## config.mk

```make
export PLATFORM = sky130hd
export DESIGN_NAME = sleep_and_crystal_osc_control
export DESIGN_NICKNAME = d
export VERILOG_FILES = /design/src/design/osc_edge_counter.v /design/src/design/sleep_and_crystal_osc_control.v
export VERILOG_INCLUDE_DIRS = /design/src /design/src/shared
export SDC_FILE = /design/constraint.sdc
export NUM_CORES = 1
export LEC_CHECK = 0
export ABC_AREA = 0
export BUFFER_PORTS_ARGS = -buffer_cell sky130_fd_sc_hd__buf_2
export CORE_MARGIN = 1
export CORE_UTILIZATION = 28
export DETAILED_ROUTE_END_ITERATION = 10
export HOLD_SLACK_MARGIN = 0.06
export MAX_ROUTING_LAYER = met4
export PLACE_DENSITY_LB_ADDON = 0.15
export SYNTH_ARGS = -nofsm -noshare
export SYNTH_HDL_FRONTEND = slang
export SYNTH_HIERARCHICAL = 1
export SYNTH_SLANG_ARGS = --single-unit
```

## constraint.sdc

```tcl
create_clock -name pclk -period 3.5 [get_ports pclk]
set_input_delay 0 -clock pclk [delete_from_list [all_inputs] [get_ports pclk]]
set_output_delay 0 -clock pclk [all_outputs]
set_load 0.02 [all_outputs]
```

## src/shared/sleep_defs.vh

```
// Register map, field positions, reset values and timing counts of the sleep and oscillator block
`ifndef SLEEP_DEFS_VH
`define SLEEP_DEFS_VH

// Register byte offsets
`define OFF_SLEEP_CTRL     8'h00
`define OFF_PROTECT_KEY    8'h04
`define OFF_CLOCK_STATUS   8'h0C
`define OFF_LP_OSC_CTRL    8'h18
`define OFF_CRYSTAL_CTRL   8'h1C
`define OFF_STANDBY_RUN    8'h20
`define OFF_SLEEP_STATUS   8'h24

// Sleep control fields
`define SLP_ARM_BIT        0
`define SLP_MODE_LO        1
`define SLP_MODE_HI        2
`define MODE_IDLE          2'h0
`define MODE_STANDBY       2'h1
`define MODE_POWER_DOWN    2'h2

// Crystal control fields
`define XC_ENABLE_BIT      0
`define XC_RUN_BIT         1
`define XC_SEL_BIT         2
`define XC_SUT_LO          4
`define XC_SUT_HI          5
`define XC_RESET           8'h00

// Low power oscillator control
`define LP_RUN_BIT         1

// Clock status fields
`define ST_CRYSTAL_BIT     6
`define ST_LP_BIT          5

// Standby run bits of peripherals
`define SR_MAIN_BIT        0
`define SR_RTC_BIT         1
`define SR_TOUCH_BIT       2
`define SR_UART_BIT        3

// Protection unlock
`define PROTECT_KEY        8'hD8
`define PROTECT_WINDOW     3'h4

// Timing counts, in cycles of the clock named
`define WAKE_PCLK_CYCLES   3'h6
`define LP_GATE_CYCLES     17'h00004
`define XC_GATE_CYCLES     17'h00002
`define XC_STARTUP_1K      1024
`define XC_STARTUP_16K     16384
`define XC_STARTUP_32K     32768
`define XC_STARTUP_64K     65536

`endif

```

## src/design/osc_edge_counter.v

```verilog
// Counts oscillator edges while a run level holds and flags a reached target
`timescale 1ns/10ps
`default_nettype none

module osc_edge_counter #(
  parameter WIDTH = 17
) (
  // Clock and reset
  input  wire             pclk,
  input  wire             presetn,
  // Control
  input  wire             run,
  input  wire             osc_edge,
  input  wire [WIDTH-1:0] target,
  // Result
  output reg              done
);

  reg [WIDTH-1:0] count;

  // Count restarts whenever run drops, so each request waits afresh
  always @(posedge pclk or negedge presetn) begin
    if (!presetn) begin
      count <= {WIDTH{1'b0}};
      done  <= 1'b0;
    end else if (!run) begin
      count <= {WIDTH{1'b0}};
      done  <= 1'b0;
    end else if (!done) begin
      if (osc_edge) begin
        count <= count + {{(WIDTH-1){1'b0}}, 1'b1};
        if (count + {{(WIDTH-1){1'b0}}, 1'b1} >= target) begin
          done <= 1'b1;
        end
      end
      if (target == {WIDTH{1'b0}}) begin
        done <= 1'b1;
      end
    end
  end

endmodule

`default_nettype wire

```

## src/design/sleep_and_crystal_osc_control.v

```verilog
// Sleep controller with clock gating and crystal oscillator control
`timescale 1ns/10ps
`default_nettype none
`include "sleep_defs.vh"

module sleep_and_crystal_osc_control #(
  parameter NREQ        = 4,
  parameter STARTUP_1K  = `XC_STARTUP_1K,
  parameter STARTUP_16K = `XC_STARTUP_16K,
  parameter STARTUP_32K = `XC_STARTUP_32K,
  parameter STARTUP_64K = `XC_STARTUP_64K
) (
  // Clock and reset
  input  wire            pclk,
  input  wire            presetn,
  // APB slave
  input  wire            psel,
  input  wire            penable,
  input  wire            pwrite,
  input  wire [7:0]      paddr,
  input  wire [31:0]     pwdata,
  output reg  [31:0]     prdata,
  output reg             pready,
  output reg             pslverr,
  // CPU side
  input  wire            sleep_instr,
  input  wire            any_irq,
  input  wire            debug_break,
  output reg             cpu_clk_en,
  output reg             cpu_resume,
  // Wake sources
  input  wire            pin_irq,
  input  wire            addr_match_irq,
  input  wire            timer_b_irq,
  input  wire            uart_sof_irq,
  input  wire            touch_window_irq,
  input  wire            rtc_irq,
  // Touch controller
  input  wire            touch_event,
  output reg             touch_start,
  // Clock domain enables
  output reg             per_clk_en,
  output reg             rtc_clk_en,
  output reg             touch_clk_en,
  output reg             watchdog_clk_en,
  output reg             main_osc_en,
  output reg             rtc_osc_en,
  input  wire            main_osc_ready,
  // Low-power oscillator
  input  wire            lp_osc_clk,
  input  wire            lp_osc_req,
  output reg             lp_osc_gate,
  // Crystal oscillator
  input  wire            crystal_pin_in,
  input  wire [NREQ-1:0] crystal_req,
  output reg  [NREQ-1:0] crystal_grant,
  output reg             crystal_osc_run,
  output reg             crystal_pins_override
);

  localparam ST_ACTIVE   = 2'h0;
  localparam ST_SLEEPING = 2'h1;
  localparam ST_WAKING   = 2'h2;

  // Registers
  reg            sleep_arm;
  reg  [1:0]     sleep_mode_select;
  reg            keep_running_in_standby;
  reg            crystal_enable;
  reg            standby_run_enable;
  reg            crystal_source_sel;
  reg  [1:0]     crystal_startup_select;
  reg  [3:0]     periph_standby_run;
  reg  [2:0]     unlock_count;

  // Sleep state
  reg  [1:0]     state;
  reg  [1:0]     next_state;
  reg  [1:0]     active_mode;
  reg  [2:0]     wake_count;

  // Synchronisers and edge detect
  reg  [2:0]     xc_sync;
  reg  [2:0]     lp_sync;
  reg  [1:0]     mor_sync;
  reg  [1:0]     brk_sync;

  wire           xc_edge = xc_sync[1] & ~xc_sync[2];
  wire           lp_edge = lp_sync[1] & ~lp_sync[2];
  wire           main_ready = mor_sync[1];
  wire           break_seen = brk_sync[1];
  wire           crystal_osc_stable;
  wire           crystal_gate_open;
  wire           lp_done;
  wire [16:0]    startup_target;
  wire           any_req = |crystal_req;
  wire           wr_access = psel & penable & pready & pwrite;
  wire           unlocked = (unlock_count != 3'h0);
  wire           sleeping = (state == ST_SLEEPING);
  wire           in_idle = sleeping & (active_mode == `MODE_IDLE);
  wire           in_standby = sleeping & (active_mode == `MODE_STANDBY);
  wire           in_power_down_mode = sleeping & (active_mode == `MODE_POWER_DOWN);
  wire           wake_event;
  reg  [31:0]    next_rdata;
  reg            next_err;

  function is_valid_mode;
    input [1:0] m;
    begin
      is_valid_mode = (m == `MODE_IDLE) | (m == `MODE_STANDBY) | (m == `MODE_POWER_DOWN);
    end
  endfunction

  function [16:0] startup_cycles;
    input [1:0] sel;
    begin
      case (sel)
        2'h0:    startup_cycles = STARTUP_1K[16:0];
        2'h1:    startup_cycles = STARTUP_16K[16:0];
        2'h2:    startup_cycles = STARTUP_32K[16:0];
        default: startup_cycles = STARTUP_64K[16:0];
      endcase
    end
  endfunction

  // Pin inputs pass two flops before any logic reads them
  always @(posedge pclk or negedge presetn) begin
    if (!presetn) begin
      xc_sync  <= 3'h0;
      lp_sync  <= 3'h0;
      mor_sync <= 2'h0;
      brk_sync <= 2'h0;
    end else begin
      xc_sync  <= {xc_sync[1:0], crystal_pin_in};
      lp_sync  <= {lp_sync[1:0], lp_osc_clk};
      mor_sync <= {mor_sync[0], main_osc_ready};
      brk_sync <= {brk_sync[0], debug_break};
    end
  end

  // APB read mux and unmapped answer
  always @* begin
    next_rdata = 32'h0;
    next_err   = 1'b0;
    case (paddr)
      `OFF_SLEEP_CTRL: begin
        next_rdata[`SLP_ARM_BIT] = sleep_arm;
        next_rdata[`SLP_MODE_HI:`SLP_MODE_LO] = sleep_mode_select;
      end
      `OFF_PROTECT_KEY: next_rdata[0] = unlocked;
      `OFF_CLOCK_STATUS: begin
        next_rdata[`ST_CRYSTAL_BIT] = crystal_osc_stable;
        next_rdata[`ST_LP_BIT] = lp_done;
      end
      `OFF_LP_OSC_CTRL: next_rdata[`LP_RUN_BIT] = keep_running_in_standby;
      `OFF_CRYSTAL_CTRL: begin
        next_rdata[`XC_ENABLE_BIT] = crystal_enable;
        next_rdata[`XC_RUN_BIT] = standby_run_enable;
        next_rdata[`XC_SEL_BIT] = crystal_source_sel;
        next_rdata[`XC_SUT_HI:`XC_SUT_LO] = crystal_startup_select;
      end
      `OFF_STANDBY_RUN: next_rdata[3:0] = periph_standby_run;
      `OFF_SLEEP_STATUS: next_rdata[3:0] = {active_mode, state};
      default: next_err = 1'b1;
    endcase
  end

  // APB handshake: one wait-free access phase per transfer
  always @(posedge pclk or negedge presetn) begin
    if (!presetn) begin
      pready  <= 1'b0;
      prdata  <= 32'h0;
      pslverr <= 1'b0;
    end else begin
      pready  <= psel & ~penable;
      if (psel & ~penable) begin
        prdata  <= pwrite ? 32'h0 : next_rdata;
        pslverr <= next_err;
      end else begin
        pslverr <= 1'b0;
      end
    end
  end

  // Register writes
  always @(posedge pclk or negedge presetn) begin
    if (!presetn) begin
      sleep_arm               <= 1'b0;
      sleep_mode_select       <= `MODE_IDLE;
      keep_running_in_standby <= 1'b0;
      crystal_enable          <= 1'b0;
      standby_run_enable      <= 1'b0;
      crystal_source_sel      <= 1'b0;
      crystal_startup_select  <= 2'h0;
      periph_standby_run      <= 4'h0;
      unlock_count            <= 3'h0;
    end else begin
      if (unlocked) begin
        unlock_count <= unlock_count - 3'h1;
      end
      if (wr_access) begin
        case (paddr)
          `OFF_SLEEP_CTRL: begin
            sleep_arm         <= pwdata[`SLP_ARM_BIT];
            sleep_mode_select <= pwdata[`SLP_MODE_HI:`SLP_MODE_LO];
          end
          `OFF_PROTECT_KEY: begin
            if (pwdata[7:0] == `PROTECT_KEY) begin
              unlock_count <= `PROTECT_WINDOW;
            end
          end
          `OFF_LP_OSC_CTRL: begin
            if (unlocked) begin
              keep_running_in_standby <= pwdata[`LP_RUN_BIT];
            end
          end
          `OFF_CRYSTAL_CTRL: begin
            if (unlocked) begin
              crystal_enable     <= pwdata[`XC_ENABLE_BIT];
              standby_run_enable <= pwdata[`XC_RUN_BIT];
              unlock_count       <= 3'h0;
            end
            if (!crystal_enable && !crystal_osc_stable) begin
              crystal_source_sel     <= pwdata[`XC_SEL_BIT];
              crystal_startup_select <= pwdata[`XC_SUT_HI:`XC_SUT_LO];
            end
          end
          `OFF_STANDBY_RUN: periph_standby_run <= pwdata[3:0];
          default: ;
        endcase
      end
    end
  end

  // Wake sources per mode
  assign wake_event = (in_idle & any_irq)
                    | (in_standby & (pin_irq | addr_match_irq | timer_b_irq))
                    | (in_standby & periph_standby_run[`SR_UART_BIT] & uart_sof_irq)
                    | (in_standby & periph_standby_run[`SR_TOUCH_BIT] & touch_window_irq)
                    | (in_standby & periph_standby_run[`SR_RTC_BIT] & rtc_irq)
                    | (in_power_down_mode & (pin_irq | addr_match_irq));

  // Sleep state transitions
  always @* begin
    next_state = state;
    case (state)
      ST_ACTIVE: begin
        if (sleep_instr && sleep_arm && is_valid_mode(sleep_mode_select)) begin
          next_state = ST_SLEEPING;
        end
      end
      ST_SLEEPING: begin
        if (wake_event || break_seen) begin
          next_state = ST_WAKING;
        end
      end
      ST_WAKING: begin
        if (wake_count == `WAKE_PCLK_CYCLES && (main_ready || active_mode == `MODE_IDLE)) begin
          next_state = ST_ACTIVE;
        end
      end
      default: next_state = ST_ACTIVE;
    endcase
  end

  // Any reset lands here and restarts in active mode
  always @(posedge pclk or negedge presetn) begin
    if (!presetn) begin
      state       <= ST_ACTIVE;
      active_mode <= `MODE_IDLE;
      wake_count  <= 3'h0;
      cpu_resume  <= 1'b0;
    end else begin
      state      <= next_state;
      cpu_resume <= (state == ST_WAKING) && (next_state == ST_ACTIVE);
      if (state == ST_ACTIVE && next_state == ST_SLEEPING) begin
        active_mode <= sleep_mode_select;
      end
      if (state != ST_WAKING) begin
        wake_count <= 3'h0;
      end else if (wake_count != `WAKE_PCLK_CYCLES) begin
        wake_count <= wake_count + 3'h1;
      end
    end
  end

  // Clock gating per mode
  always @(posedge pclk or negedge presetn) begin
    if (!presetn) begin
      cpu_clk_en      <= 1'b1;
      per_clk_en      <= 1'b1;
      rtc_clk_en      <= 1'b1;
      touch_clk_en    <= 1'b1;
      watchdog_clk_en <= 1'b1;
      main_osc_en     <= 1'b1;
      rtc_osc_en      <= 1'b1;
      touch_start     <= 1'b0;
    end else begin
      // CPU enable drops while sleeping or waking; peripheral enable drops only in standby and power-down
      cpu_clk_en      <= ~sleeping & (state != ST_WAKING);
      per_clk_en      <= ~(in_standby | in_power_down_mode);
      rtc_clk_en      <= ~sleeping | in_idle | (in_standby & periph_standby_run[`SR_RTC_BIT]);
      touch_clk_en    <= ~sleeping | in_idle | (in_standby & periph_standby_run[`SR_TOUCH_BIT]);
      watchdog_clk_en <= 1'b1;
      main_osc_en     <= ~sleeping | in_idle | (in_standby & periph_standby_run[`SR_MAIN_BIT]);
      rtc_osc_en      <= ~sleeping | in_idle | (in_standby & periph_standby_run[`SR_RTC_BIT]);
      touch_start     <= in_standby & periph_standby_run[`SR_TOUCH_BIT] & touch_event;
    end
  end

  // Low-power oscillator gate
  osc_edge_counter #(.WIDTH(17)) lp_gate_counter (
    .pclk     (pclk),
    .presetn  (presetn),
    .run      (lp_osc_req & keep_running_in_standby),
    .osc_edge (lp_edge),
    .target   (`LP_GATE_CYCLES),
    .done     (lp_done)
  );

  // Crystal start-up, skipped for an external clock source
  assign startup_target = crystal_source_sel ? 17'h0 : startup_cycles(crystal_startup_select);

  osc_edge_counter #(.WIDTH(17)) xc_startup_counter (
    .pclk     (pclk),
    .presetn  (presetn),
    .run      (crystal_osc_run),
    .osc_edge (xc_edge),
    .target   (startup_target),
    .done     (crystal_osc_stable)
  );

  // Requests must see two crystal edges before the gate opens
  osc_edge_counter #(.WIDTH(17)) xc_gate_counter (
    .pclk     (pclk),
    .presetn  (presetn),
    .run      (any_req & crystal_osc_stable),
    .osc_edge (xc_edge),
    .target   (`XC_GATE_CYCLES),
    .done     (crystal_gate_open)
  );

  always @(posedge pclk or negedge presetn) begin
    if (!presetn) begin
      lp_osc_gate           <= 1'b0;
      crystal_osc_run       <= 1'b0;
      crystal_grant         <= {NREQ{1'b0}};
      crystal_pins_override <= 1'b0;
    end else begin
      lp_osc_gate           <= lp_done & lp_osc_req;
      crystal_osc_run       <= crystal_enable & (any_req | (standby_run_enable & ~in_power_down_mode));
      crystal_grant         <= crystal_req & {NREQ{crystal_gate_open}};
      crystal_pins_override <= crystal_enable;
    end
  end

endmodule

`default_nettype wire

```

**After elaboration in Yosys (flattened, before gate mapping)**

Cells that the tools add are included.

- Multiplexer cells: 45
- Reductions and logical operators: 29
- Order comparisons: 3
- Add/sub/neg operators: 5
- Bitwise gates (word level): 48
- Eq/ne operators: 25

Operator list:

| cell | count |
|---|---|
| $mux W17 | 10 |
| $add A17 B1 Y17 const B | 3 |
| $pmux W17 S3 | 1 |
| $and A1 B1 Y1 | 26 |
| $mux W3 | 6 |
| $ge A17 B17 Y1 | 1 |
| $ge A17 B2 Y1 const B | 1 |
| $ge A17 B3 Y1 const B | 1 |
| $logic_not A17 Y1 | 1 |
| $mux W1 | 17 |
| $eq A8 B5 Y1 const B | 2 |
| $eq A8 B6 Y1 const B | 2 |
| $or A1 B1 Y1 | 15 |
| $ne A2 B2 Y1 const B | 6 |
| $eq A2 B1 Y1 const B | 5 |
| $logic_not A2 Y1 | 5 |
| $pmux W1 S5 | 2 |
| $reduce_and A2 Y1 | 5 |
| $reduce_and A3 Y1 | 3 |
| $eq A2 B2 Y1 const B | 4 |
| $eq A8 B3 Y1 const B | 1 |
| $eq A8 B4 Y1 const B | 1 |
| $eq A8 B8 Y1 const B | 1 |
| $logic_not A8 Y1 | 1 |
| 20 further kinds | 35 |

- Logic and storage cells: 191
- Output and inout bits: 50
- Bits of input ports: 63
- Flip-flop bits (word level): 135

**Longest topological paths before layout**

Gate-level depths: netlist (run 1).

- Depth after elaboration: 13
- Depth in mapped cells: 11
- Mapped depth without buffers: 11

**Hierarchy**

Netlist (run 1), hierarchy kept.

Modules (own cells, without submodules):

| module | cells an instance | area each (um^2) | times used | sequential area each (um^2) |
|---|---|---|---|---|
| osc_edge_counter (lp_gate_counter ...) | 185 | 1615.3 | 2 | 450.4 |
| sleep_and_crystal_osc_control | 249 | 2787.7 | 1 | 1407.6 |
| osc_edge_counter (xc_gate_counter) | 185 | 1622.8 | 1 | 450.4 |

**Least setup slack after synthesis (run 1)**

OpenSTA, ideal clock, no wires.

- Path type: flip-flop to flip-flop
- Start: reg xc_gate_counter.count[0]
- End: reg xc_gate_counter.done
- Period minus slack after synthesis: 2645 ps
- Cell stages (with the launch flop): 12
- Setup slack: 855 ps
- Required time: 3431 ps
- Data arrival time: 2576 ps
- Cell sequence: dfrtp_1 ha_1 nand3_4 nor3_1 and3_1 xor2_1 ha_1 nand4_1 or4_1 a31oi_1 o311ai_1 nand3_1

- Word-level cells in the longest chain between the ends: 6

Ends and longest elaborated chain:

| element | line | source |
|---|---|---|
| start, declared | osc_edge_counter.v:19 | `reg [WIDTH-1:0] count;` |
| start signal, assigned | osc_edge_counter.v:24 | `count <= {WIDTH{1'b0}};` |
| start signal, assigned | osc_edge_counter.v:27 | `count <= {WIDTH{1'b0}};` |
| start signal, assigned | osc_edge_counter.v:31 | `count <= count + {{(WIDTH-1){1'b0}}, 1'b1};` |
| $add A17 B1 Y17 | osc_edge_counter.v:32 | `if (count + {{(WIDTH-1){1'b0}}, 1'b1} >= target) begin` |
| $ge A17 B2 Y1 | osc_edge_counter.v:32 |  |
| $mux W1 | osc_edge_counter.v:32 |  |
| $mux W1 | osc_edge_counter.v:30 | `if (osc_edge) begin` |
| $mux W1 | osc_edge_counter.v:29 | `end else if (!done) begin` |
| $mux W1 | osc_edge_counter.v:26 | `end else if (!run) begin` |
| end signal, assigned | osc_edge_counter.v:25 | `done <= 1'b0;` |
| end signal, assigned | osc_edge_counter.v:28 | `done <= 1'b0;` |
| end signal, assigned | osc_edge_counter.v:33 | `done <= 1'b1;` |
| end, declared | osc_edge_counter.v:16 | `output reg done` |

Every way passes these cells.
A chain may end at the register's enable or synchronous reset.

**Worst setup path after layout (run 1)**

- Start: reg xc_startup_counter.count[0]
- End: reg xc_startup_counter.done

- Word-level cells in the longest chain between the ends: 7

Ends and longest elaborated chain:

| element | line | source |
|---|---|---|
| start, declared | osc_edge_counter.v:19 |  |
| start signal, assigned | osc_edge_counter.v:24 |  |
| start signal, assigned | osc_edge_counter.v:27 |  |
| start signal, assigned | osc_edge_counter.v:31 |  |
| $add A17 B1 Y17 | osc_edge_counter.v:32 |  |
| $ge A17 B17 Y1 | osc_edge_counter.v:32 |  |
| $mux W1 | osc_edge_counter.v:32 |  |
| $mux W1 | osc_edge_counter.v:30 |  |
| $mux W1 | osc_edge_counter.v:36 | `if (target == {WIDTH{1'b0}}) begin` |
| $mux W1 | osc_edge_counter.v:29 |  |
| $mux W1 | osc_edge_counter.v:26 |  |
| end signal, assigned | osc_edge_counter.v:25 |  |
| end signal, assigned | osc_edge_counter.v:28 |  |
| end signal, assigned | osc_edge_counter.v:37 | `done <= 1'b1;` |
| end, declared | osc_edge_counter.v:16 |  |

Every way passes these cells.

==> results of run 1 <==
[per-stage QoR]
stage                     std cells  power [mW]  setup WS (ns)  utilization [%]
after floorplan                 922        1.53          0.855                -
after global placement         1280        1.60          0.578             31.8
after detailed placement       1280        1.61          0.579             31.8
after CTS                      1317        2.68          0.561             33.6
after global routing           1317        2.77          0.353             33.6
final                          1317        2.62          0.598             33.6
[layout make-up]
class                           count  share of cell area (%)
Clock buffer                       10                    2.53
Sequential cell                   110                    30.5
Tap cell                          341                    4.72
Inverter                           68                    2.82
Multi-Input combinational cell    693                    52.5
Clock inverter                      6                   0.651
Timing Repair Buffer               89                    6.28
[cells by family after synthesis]
family | share of synthesized area [%]
AOI/OAI and AO/OA | 9.58
xor gates and xnor gates | 9.51
adders and majority gates | 10.5
buffers and inverters | 7.63
DFF | 36.1
muxes | 2.60
other | 0.0983
and+or+nand+nor | 24.0
[Yosys cell counts, types with 13 or more instances]
cell      instances  area (µm²)
inv_1            68         255
nor2b_1          16         100
dfrtp_1         105        2630
clkbuf_1         15        56.3
xnor2_1          64         561
ha_1             64         801
xor2_1           19         166
buf_4            29         218
nor4_1           17         106
o21ai_0          22         110
and2_1           41         257
nor3_1           20         100
nor2_1           29         109
nand4_1          31         194
mux2_2           13         146
nand2_1          53         199
a21oi_1          13        65.1
nand3_1          30         150
[worst paths after layout]
check,to,slack (ns),cells after the start
worst min register to register,lp_sync[1],0.35,0
worst max-delay path,xc_startup_counter/done,0.60,11
max in group asynchronous,touch_clk_en,2.32,3
worst min-delay path,pslverr,0.10,3
min in group asynchronous,mor_sync[0],0.26,2
worst max register to register,xc_startup_counter/done,0.60,11
[timing repair]
item,4_1_cts,5_1_grt
resized for setup,0,0
buffers inserted,0,0
hold endpoints to repair,82,0
hold buffers,21,0
endpoints found under the setup margin,0,0
[flip-flops by register name, indices dropped and copies added, names as in the netlist, 4 cells and up]
signal                    cells
lp_gate_counter/count        17
xc_gate_counter/count        17
xc_startup_counter/count     17
prdata                        7
crystal_grant                 4
periph_standby_run            4
[per-layer routing]
layer | wire length [µm] | GRT usage, %
met1 | 8370 | 17.1
met4 | 152 | 3.11
met3 | 302 | 1.73
met2 | 7920 | 21.3
met5 | 0 | -
[power by group]
part / internal (mW) / switching, mW
combinational: 0.101 / 0.184
sequential: 1.30 / 0.0127
clock: 0.500 / 0.528
[worst reg2reg max path, delay by kind of cell (launching register included)]
| family | cells | cell delay [ns] |
|---|---|---|
| compound gates | 2 | 0.32 |
| xor+xnor | 1 | 0.07 |
| fa+ha+maj | 2 | 0.55 |
| flops | 1 | 0.47 |
| simple gates | 6 | 1.43 |
==> results.sh, run 1 <==
export IMPL_status="finished, final reports clean"
export IMPL_cts_buffers=9
export IMPL_crit_type="reg -> reg"
export IMPL_die_h_um=167
export IMPL_cts_buffer_depth=2
export IMPL_hold_viol=0
export IMPL_yosysSeqAreaShare_pct=36.1
export IMPL_grt_usage_pct=13.1
export IMPL_insertion_delay_ns=0.36
export IMPL_critPathSlowestCell="dfrtp_1"
export IMPL_syn_cell_area_um2=7640
export IMPL_antenna_cells=0
export IMPL_endpoint_kind="register"
export IMPL_area_growth_pct=18.3
export IMPL_required_ns=3.79
export IMPL_crit_arrival_ns=3.19
export IMPL_multi_input_area_um2=4740
export IMPL_grt_antenna_before_repair=0
export IMPL_max_freq_mhz=345
export IMPL_synthCells=804
export IMPL_hold_start="paddr[4]"
export IMPL_post_route_min_period_ns=2.90
export IMPL_grt_max_degree=62
export IMPL_tightest_slew_ns=0.838
export IMPL_r2r_start="xc_startup_counter/count[0]"
export IMPL_fillers=2790
export IMPL_final_setup_viol_count=0
export IMPL_wl_per_cell_um=12.7
export IMPL_layout_commonest_cell="conb_1"
export IMPL_row_count=60
export IMPL_cts_tree="yes"
export IMPL_cts_sinks=110
export IMPL_critPathTopFamily="simple AND/OR/NAND/NOR gates"
export IMPL_start_util_pct=28.4
export IMPL_max_cap_viol_count=0
export IMPL_power_density_nw_per_um2=290
export IMPL_drive_above_1_share_pct=13.3
export IMPL_ys_ff_latch=110
export IMPL_tns_ns=0
export IMPL_overflow=0
export IMPL_period_share_pct=82.9
export IMPL_drt_iter0_markers=197
export IMPL_path_cells="ha_1 > nand3_2 > nor3_2 > and3_1 > xor2_1 > ha_1 > nand4_1 > or4_1 > a31oi_1 > o311ai_1 > nand3_1"
export IMPL_dieArea_um2=28000
export IMPL_ys_types=67
export IMPL_regArea_um2=2760
export IMPL_power_leakage_nw=4.17
export IMPL_ys_warnings_count=6
export IMPL_clkTransAtPathRegs_ns=0.08
export IMPL_cp_slowest_stage_delay_ns=0.47
export IMPL_ir_drop_mv=0.211
export IMPL_place_area_um2=8540
export IMPL_path_common_cell="ha_1"
export IMPL_syn_area_per_cell_um2=9.50
export IMPL_vias=5740
export IMPL_viasPerCell=4.36
export IMPL_grt_pass1_vias=5644
export IMPL_path_buf_inv=0
export IMPL_synth_ff_type="dfrtp_1"
export IMPL_fin_skew_ns=0.00886
export IMPL_totalWireLength_um=16800
export IMPL_relSlewSlack_pct=44.2
export IMPL_fin_area_um2=9040
export IMPL_synth_edf_count=0
export IMPL_root_buffer="clkbuf_16"
export IMPL_grt_pass1_wl_um=28700
export IMPL_firstDrtPassIters=4
export IMPL_antenna_left=0
export IMPL_port_buffers=62
export IMPL_critPathLaunchType="register"
export IMPL_place_congestion=0.745
export IMPL_die_x_um=167
export IMPL_whs_ns=0.102
export IMPL_drc=0
export IMPL_async_reset_ff_share_pct=100
export IMPL_core_um2=26900
export IMPL_worst_hold_path_type="in -> reg"
export IMPL_drv_slew=0
export IMPL_fin_nets=1098
export IMPL_rsz0062_at_grt="no"
export IMPL_num_io_pins=113
export IMPL_cts_htree_levels=3
export IMPL_startpoint="xc_startup_counter/count[0]"
export IMPL_dp_hpwl_um=12700
export IMPL_final_cell_mix="conb_1 (120), dfrtp_1 (105), inv_1 (68), xnor2_1 (64), ha_1 (64)"
export IMPL_critPathMaxFanout=7
(Power assumes the default switching activity.)
==> inputs of run 2 (changes only) <==
==> constraint.sdc (replaced) <==
create_clock -name pclk -period 2.34 [get_ports pclk]
set_input_delay 0 -clock pclk [delete_from_list [all_inputs] [get_ports pclk]]
set_output_delay 0 -clock pclk [all_outputs]
set_load 0.02 [all_outputs]
==> run 2 against run 1 <==
Net effect:
- the run now ends with setup timing left
- register-to-register slack got worse by 0.76 ns
- critical path type unchanged
- setup slack got worse by 0.76 ns
- sequential cell count did not move
- global-route usage rose by 0.98 points
- sequential share of layout area fell by 2.7 points
- clock power rose by 68%
- via count rose by 4.7%
- sequential power rose by 49%
- critical endpoint is now xc_gate_counter/done
==> results.sh, run 2 (synthesis results as in run 1) <==
export IMPL_rr_worst_depth=10
export IMPL_die_x_um=167
export IMPL_row_count=60
export IMPL_cts_sinks=110
export IMPL_placed_cells=1379
export IMPL_hold_start="paddr[4]"
export IMPL_power_leakage_nw=4.75
export IMPL_vias=6010
export IMPL_r2r_start="xc_gate_counter/count[1]"
export IMPL_place_area_um2=9380
export IMPL_overflow=0
export IMPL_worst_hold_path_type="in -> reg"
export IMPL_drv_slew=0
export IMPL_max_freq_mhz=400
export IMPL_grt_antenna_before_repair=0
export IMPL_cts_buffer_depth=2
export IMPL_period_share_pct=107
export IMPL_wl_per_cell_um=12.3
export IMPL_antenna_cells=0
export IMPL_drive_above_1_share_pct=23.3
export IMPL_rsz0062_at_grt="yes"
export IMPL_crit_arrival_ns=2.81
export IMPL_critPathSlowestCell="or4_1"
export IMPL_root_buffer="clkbuf_16"
export IMPL_required_ns=2.65
export IMPL_layout_cells_non_filler=1417
export IMPL_antenna_left=0
export IMPL_fillers=2798
export IMPL_grt_pass1_vias=6331
export IMPL_totalWireLength_um=17400
export IMPL_area_growth_pct=30.4
export IMPL_drc=0
export IMPL_critPathMaxFanout=5
export IMPL_ir_drop_mv=0.346
export IMPL_violations="setup timing"
export IMPL_layout_commonest_cell="conb_1"
export IMPL_fin_area_um2=9970
export IMPL_power_density_nw_per_um2=415
export IMPL_dp_hpwl_um=13700
export IMPL_critPathTopFamily="simple AND/OR/NAND/NOR gates"
export IMPL_fin_skew_ns=0.0162
export IMPL_firstDrtPassIters=4
export IMPL_post_route_min_period_ns=2.50
export IMPL_max_cap_viol_count=0
export IMPL_drt_iter0_markers=161
export IMPL_r2r_end="xc_gate_counter/done"
export IMPL_pre_cts_slack_ns=-0.207
export IMPL_insertion_delay_ns=0.37
export IMPL_port_buffers=62
export IMPL_cts_buffers=9
export IMPL_core_um2=26900
export IMPL_cp_slowest_stage_delay_ns=0.53
export IMPL_grt_pass1_wl_um=30800
export IMPL_path_buf_inv=0
export IMPL_crit_type="reg -> reg"
export IMPL_dieArea_um2=28000
export IMPL_viasPerCell=4.24
export IMPL_worst_slack_ns=-0.160
export IMPL_start_util_pct=28.4
export IMPL_r2r_slack_ns=-0.16
export IMPL_relSlewSlack_pct=45.6
export IMPL_grt_max_degree=47
export IMPL_hold_end="pslverr"
export IMPL_grt_usage_pct=14.0
export IMPL_endpoint_kind="register"
export IMPL_hold_depth=3
export IMPL_fin_util_pct=37.1
export IMPL_total_power_mw=4.13
export IMPL_path_cells="ha_4 > nand3_4 > or2_4 > xnor2_1 > ha_1 > nand4_1 > or4_1 > a31oi_1 > o311ai_1 > nand3_1"
export IMPL_top_regs="lp_gate_counter/count (17), xc_gate_counter/count (17), xc_startup_counter/count (17)"
export IMPL_cts_tree="yes"
export IMPL_final_cell_mix="conb_1 (120), buf_4 (106), dfrtp_1 (95), inv_1 (68), xnor2_1 (64)"
export IMPL_cts_htree_levels=3
export IMPL_status="complete, but fails checks"
export IMPL_die_h_um=167
export IMPL_hold_viol=0
export IMPL_tightest_slew_ns=0.815
export IMPL_place_congestion=0.779
export IMPL_final_setup_viol_count=3
export IMPL_fin_nets=1198
export IMPL_num_io_pins=113
export IMPL_clkTransAtPathRegs_ns=0.09
export IMPL_critPathLaunchType="register"
## run 2: final cells by class
type	instances	area [µm²]	share of cell area, %
Multi-Input combinational cell	693	4850	48.6
Sequential cell	110	2770	27.8
Timing Repair Buffer	189	1330	13.4
Tap cell	341	427	4.28
Inverter	68	255	2.56
Clock buffer	9	225	2.26
Clock inverter	7	110	1.10
## run 2: report_power, final
| group | total (mW) | internal, mW | switching (mW) |
|---|---|---|---|
| Clock | 1.73 | 0.885 | 0.848 |
| Sequential | 1.95 | 1.94 | 0.0162 |
| Combinational | 0.447 | 0.166 | 0.280 |
## run 2: what timing repair did
item	in CTS	in global routing
pin swaps	2	2
endpoints found under the setup margin	3	3
gates resized for setup	5	6
buffers inserted	0	1
hold buffers	21	0
endpoints found under the hold margin	69	0
cloned	0	0
## run 2: worst max path at each step
stage                                      from                       to  slack, ns  cells past startpoint
floorplan           xc_startup_counter/count[1]  xc_startup_counter/done      -0.05                     10
global placement       lp_gate_counter/count[1]     lp_gate_counter/done      -0.17                     11
detailed placement     lp_gate_counter/count[1]     lp_gate_counter/done      -0.21                     11
CTS                 xc_startup_counter/count[0]  xc_startup_counter/done      -0.19                     10
global route           xc_gate_counter/count[1]     xc_gate_counter/done      -0.33                     11
finish                 xc_gate_counter/count[1]     xc_gate_counter/done      -0.16                     10
## run 2: metrics by stage
step           hold WS [ns]  TNS [ns]
3_5_place_dp         0.0767    -0.601
3_3_place_gp         0.0754    -0.476
4_1_cts              0.0861    -0.469
5_1_grt               0.113    -0.892
2_1_floorplan        -0.296    -0.145
6_report              0.106    -0.377
## run 2: routing by layer
layer | wire length, µm | vias up | part of all wire (%) | GRT usage, %
met2 | 8480 | 49 | 49 | 23.6
met3 | 372 | 12 | 2.1 | 2.32
met1 | 8370 | 2757 | 48 | 17.7
met5 | 0 | - | 0 | -
met4 | 188 | 0 | 1.1 | 3.03
li1 | - | 3192 | - | -
## run 2: worst register-to-register path, stage by stage (launching register included)
cell	delay (ns)
dfrtp_2	0.43
ha_4	0.16
nand3_4	0.11
or2_4	0.27
xnor2_1	0.13
ha_1	0.29
nand4_1	0.10
or4_1	0.53
a31oi_1	0.17
o311ai_1	0.12
nand3_1	0.13
==> inputs of run 3 (changes only) <==
--- a/config.mk
+++ b/config.mk
@@ -7,10 +7,10 @@
 export NUM_CORES = 1
 export LEC_CHECK = 0
 export ABC_AREA = 0
-export BUFFER_PORTS_ARGS = -buffer_cell sky130_fd_sc_hd__buf_2
 export CORE_MARGIN = 1
 export CORE_UTILIZATION = 28
 export DETAILED_ROUTE_END_ITERATION = 10
+export DONT_BUFFER_PORTS = 1
 export HOLD_SLACK_MARGIN = 0.06
 export MAX_ROUTING_LAYER = met4
 export PLACE_DENSITY_LB_ADDON = 0.15
==> run 3 against run 2 <==
Net effect:
- the run ends with hold timing, setup timing left
- setup slack improved by 0.035 ns
- via count fell by 1.3%
- total power fell by 5.0%
- design area fell by 1.8%
- register-to-register slack improved by 0.04 ns
- sequential cell count did not move
- non-clock buffer count fell by 48
- count of clock-buffer cells in the layout did not move
- fmax rose by 1.4%
- critical path type unchanged
- largest power group unchanged
==> results.sh, run 3 (synthesis results as in run 1) <==
export IMPL_grt_antenna_before_repair=1
export IMPL_ir_drop_mv=0.370
export IMPL_die_x_um=167
export IMPL_critPathLaunchType="register"
export IMPL_die_h_um=167
export IMPL_period_share_pct=105
export IMPL_path_cells="ha_4 > nand3_4 > nor2_1 > nand2_1 > xnor2_1 > ha_1 > nand4_1 > or4_1 > a31oi_2 > o311ai_2 > nand3_1"
export IMPL_final_setup_viol_count=3
export IMPL_drt_iter0_markers=173
export IMPL_crit_arrival_ns=2.76
export IMPL_dp_hpwl_um=13600
export IMPL_worst_slack_ns=-0.125
export IMPL_antenna_left=0
export IMPL_cts_buffer_depth=2
export IMPL_critPathSlowestCell="or4_1"
export IMPL_vias=5929
export IMPL_layout_commonest_cell="conb_1"
export IMPL_grt_usage_pct=13.8
export IMPL_max_freq_mhz=406
export IMPL_required_ns=2.63
export IMPL_endpoint_kind="register"
export IMPL_viasPerCell=4.33
export IMPL_drive_above_1_share_pct=19.6
export IMPL_power_density_nw_per_um2=401
export IMPL_row_count=60
export IMPL_root_buffer="clkbuf_16"
export IMPL_status="complete, but fails checks"
export IMPL_multi_input_area_um2=4880
export IMPL_fin_util_pct=36.4
export IMPL_drc=0
export IMPL_grt_pass1_wl_um=30200
export IMPL_holdBufCountCts=33
export IMPL_num_io_pins=113
export IMPL_cp_slowest_stage_delay_ns=0.54
export IMPL_cts_sinks=110
export IMPL_rsz0062_at_grt="yes"
export IMPL_port_buffers=0
export IMPL_post_route_min_period_ns=2.47
export IMPL_top_regs="lp_gate_counter/count (17), xc_gate_counter/count (17), xc_startup_counter/count (17)"
export IMPL_cts_tree="yes"
export IMPL_totalWireLength_um=17900
export IMPL_wl_per_cell_um=13.0
export IMPL_firstDrtPassIters=4
export IMPL_regArea_um2=2780
export IMPL_place_congestion=0.773
export IMPL_fin_nets=1150
export IMPL_insertion_delay_ns=0.36
export IMPL_final_cell_mix="conb_1 (120), buf_4 (108), dfrtp_1 (90), inv_1 (68), xnor2_1 (64)"
export IMPL_critPathTopFamily="simple AND/OR/NAND/NOR gates"
export IMPL_placed_cells=1317
export IMPL_whs_ns=-0.677
export IMPL_fin_skew_ns=0.0110
export IMPL_crit_type="reg -> reg"
export IMPL_cts_htree_levels=3
export IMPL_r2r_slack_ns=-0.13
export IMPL_cts_buffers=9
export IMPL_dieArea_um2=28000
export IMPL_area_growth_pct=28.1
export IMPL_critPathMaxFanout=5
export IMPL_power_leakage_nw=4.53
export IMPL_fillers=2783
export IMPL_grt_pass1_vias=5985
export IMPL_relSlewSlack_pct=58.0
export IMPL_worst_hold_path_type="in -> async"
export IMPL_grt_max_degree=111
export IMPL_clkTransAtPathRegs_ns=0.09
export IMPL_path_buf_inv=0
export IMPL_max_cap_viol_count=0
export IMPL_start_util_pct=28.4
export IMPL_tightest_slew_ns=0.628
export IMPL_drv_slew=0
export IMPL_core_um2=26900
export IMPL_hold_viol=110
export IMPL_violations="hold timing, setup timing"
export IMPL_layout_cells_non_filler=1370
export IMPL_pre_cts_slack_ns=-0.221
export IMPL_overflow=0
-- run 3: cell count changes in the layout (fill, tap and decap cells not counted), sizes merged --
cell / previous run / this run
dlygate4sd3: 21 / 33
diode: 0 / 1
clkinv: 2 / 4
inv: 72 / 71
buf: 168 / 108
bufinv: 1 / 0
-- run 3: power by group --
part	internal [mW]	switching, mW	total, mW
combinational	0.145	0.222	0.367
sequential	1.94	0.0228	1.96
clock	0.763	0.835	1.60
-- run 3: per-stage QoR --
step,setup TNS (ns),power (mW),cell area (µm²)
2_1_floorplan,-0.145,2.29,8170
5_1_grt,-0.848,4.14,9790
4_1_cts,-0.407,4.01,9720
6_report,-0.358,3.93,9790
3_5_place_dp,-0.565,2.32,9050
3_3_place_gp,-0.515,2.31,9050
-- run 3: final cells by class --
type	instances	share of cell area, %
Clock inverter	7	0.793
Antenna cell	1	0.0256
Sequential cell	110	28.4
Timing Repair Buffer	141	11.7
Clock buffer	9	2.30
Tap cell	341	4.36
Inverter	68	2.61
Multi-Input combinational cell	693	49.9
-- run 3: repair_timing --
| item | CTS | global route |
|---|---|---|
| gates resized for setup | 9 | 14 |
| endpoints found under the hold margin | 150 | 110 |
| pin swaps | 3 | 4 |
| setup endpoints to repair | 3 | 6 |
| setup buffers | 2 | 1 |
-- run 3: metal layers --
layer,part of all wire [%],global-route usage [%],vias to the layer above,wire (µm)
met5,0,-,-,0
met4,1.3,3.19,0,240
met2,49,22.9,58,8680
li1,-,-,3103,-
met1,47,17.4,2754,8460
met3,2.8,2.58,14,493
-- run 3: final timing paths --
kind	to	cells past startpoint	start
max reg2reg	xc_startup_counter/done	11	xc_startup_counter/count[1]
max in group asynchronous	touch_clk_en	0	presetn
min in group pclk	unlock_count[0]	4	paddr[3]
min reg2reg	brk_sync[1]	0	brk_sync[0]
min	brk_sync[0]	0	presetn
max	xc_startup_counter/done	11	xc_startup_counter/count[1]
-- run 3: worst register-to-register path, stage by stage, from the launching register on --
cell and delay [ns]:
dfrtp_2 0.43, ha_4 0.16, nand3_4 0.11, nor2_1 0.17, nand2_1 0.08, xnor2_1 0.14, ha_1 0.29, nand4_1 0.13
or4_1 0.54, a31oi_2 0.16, o311ai_2 0.09, nand3_1 0.10
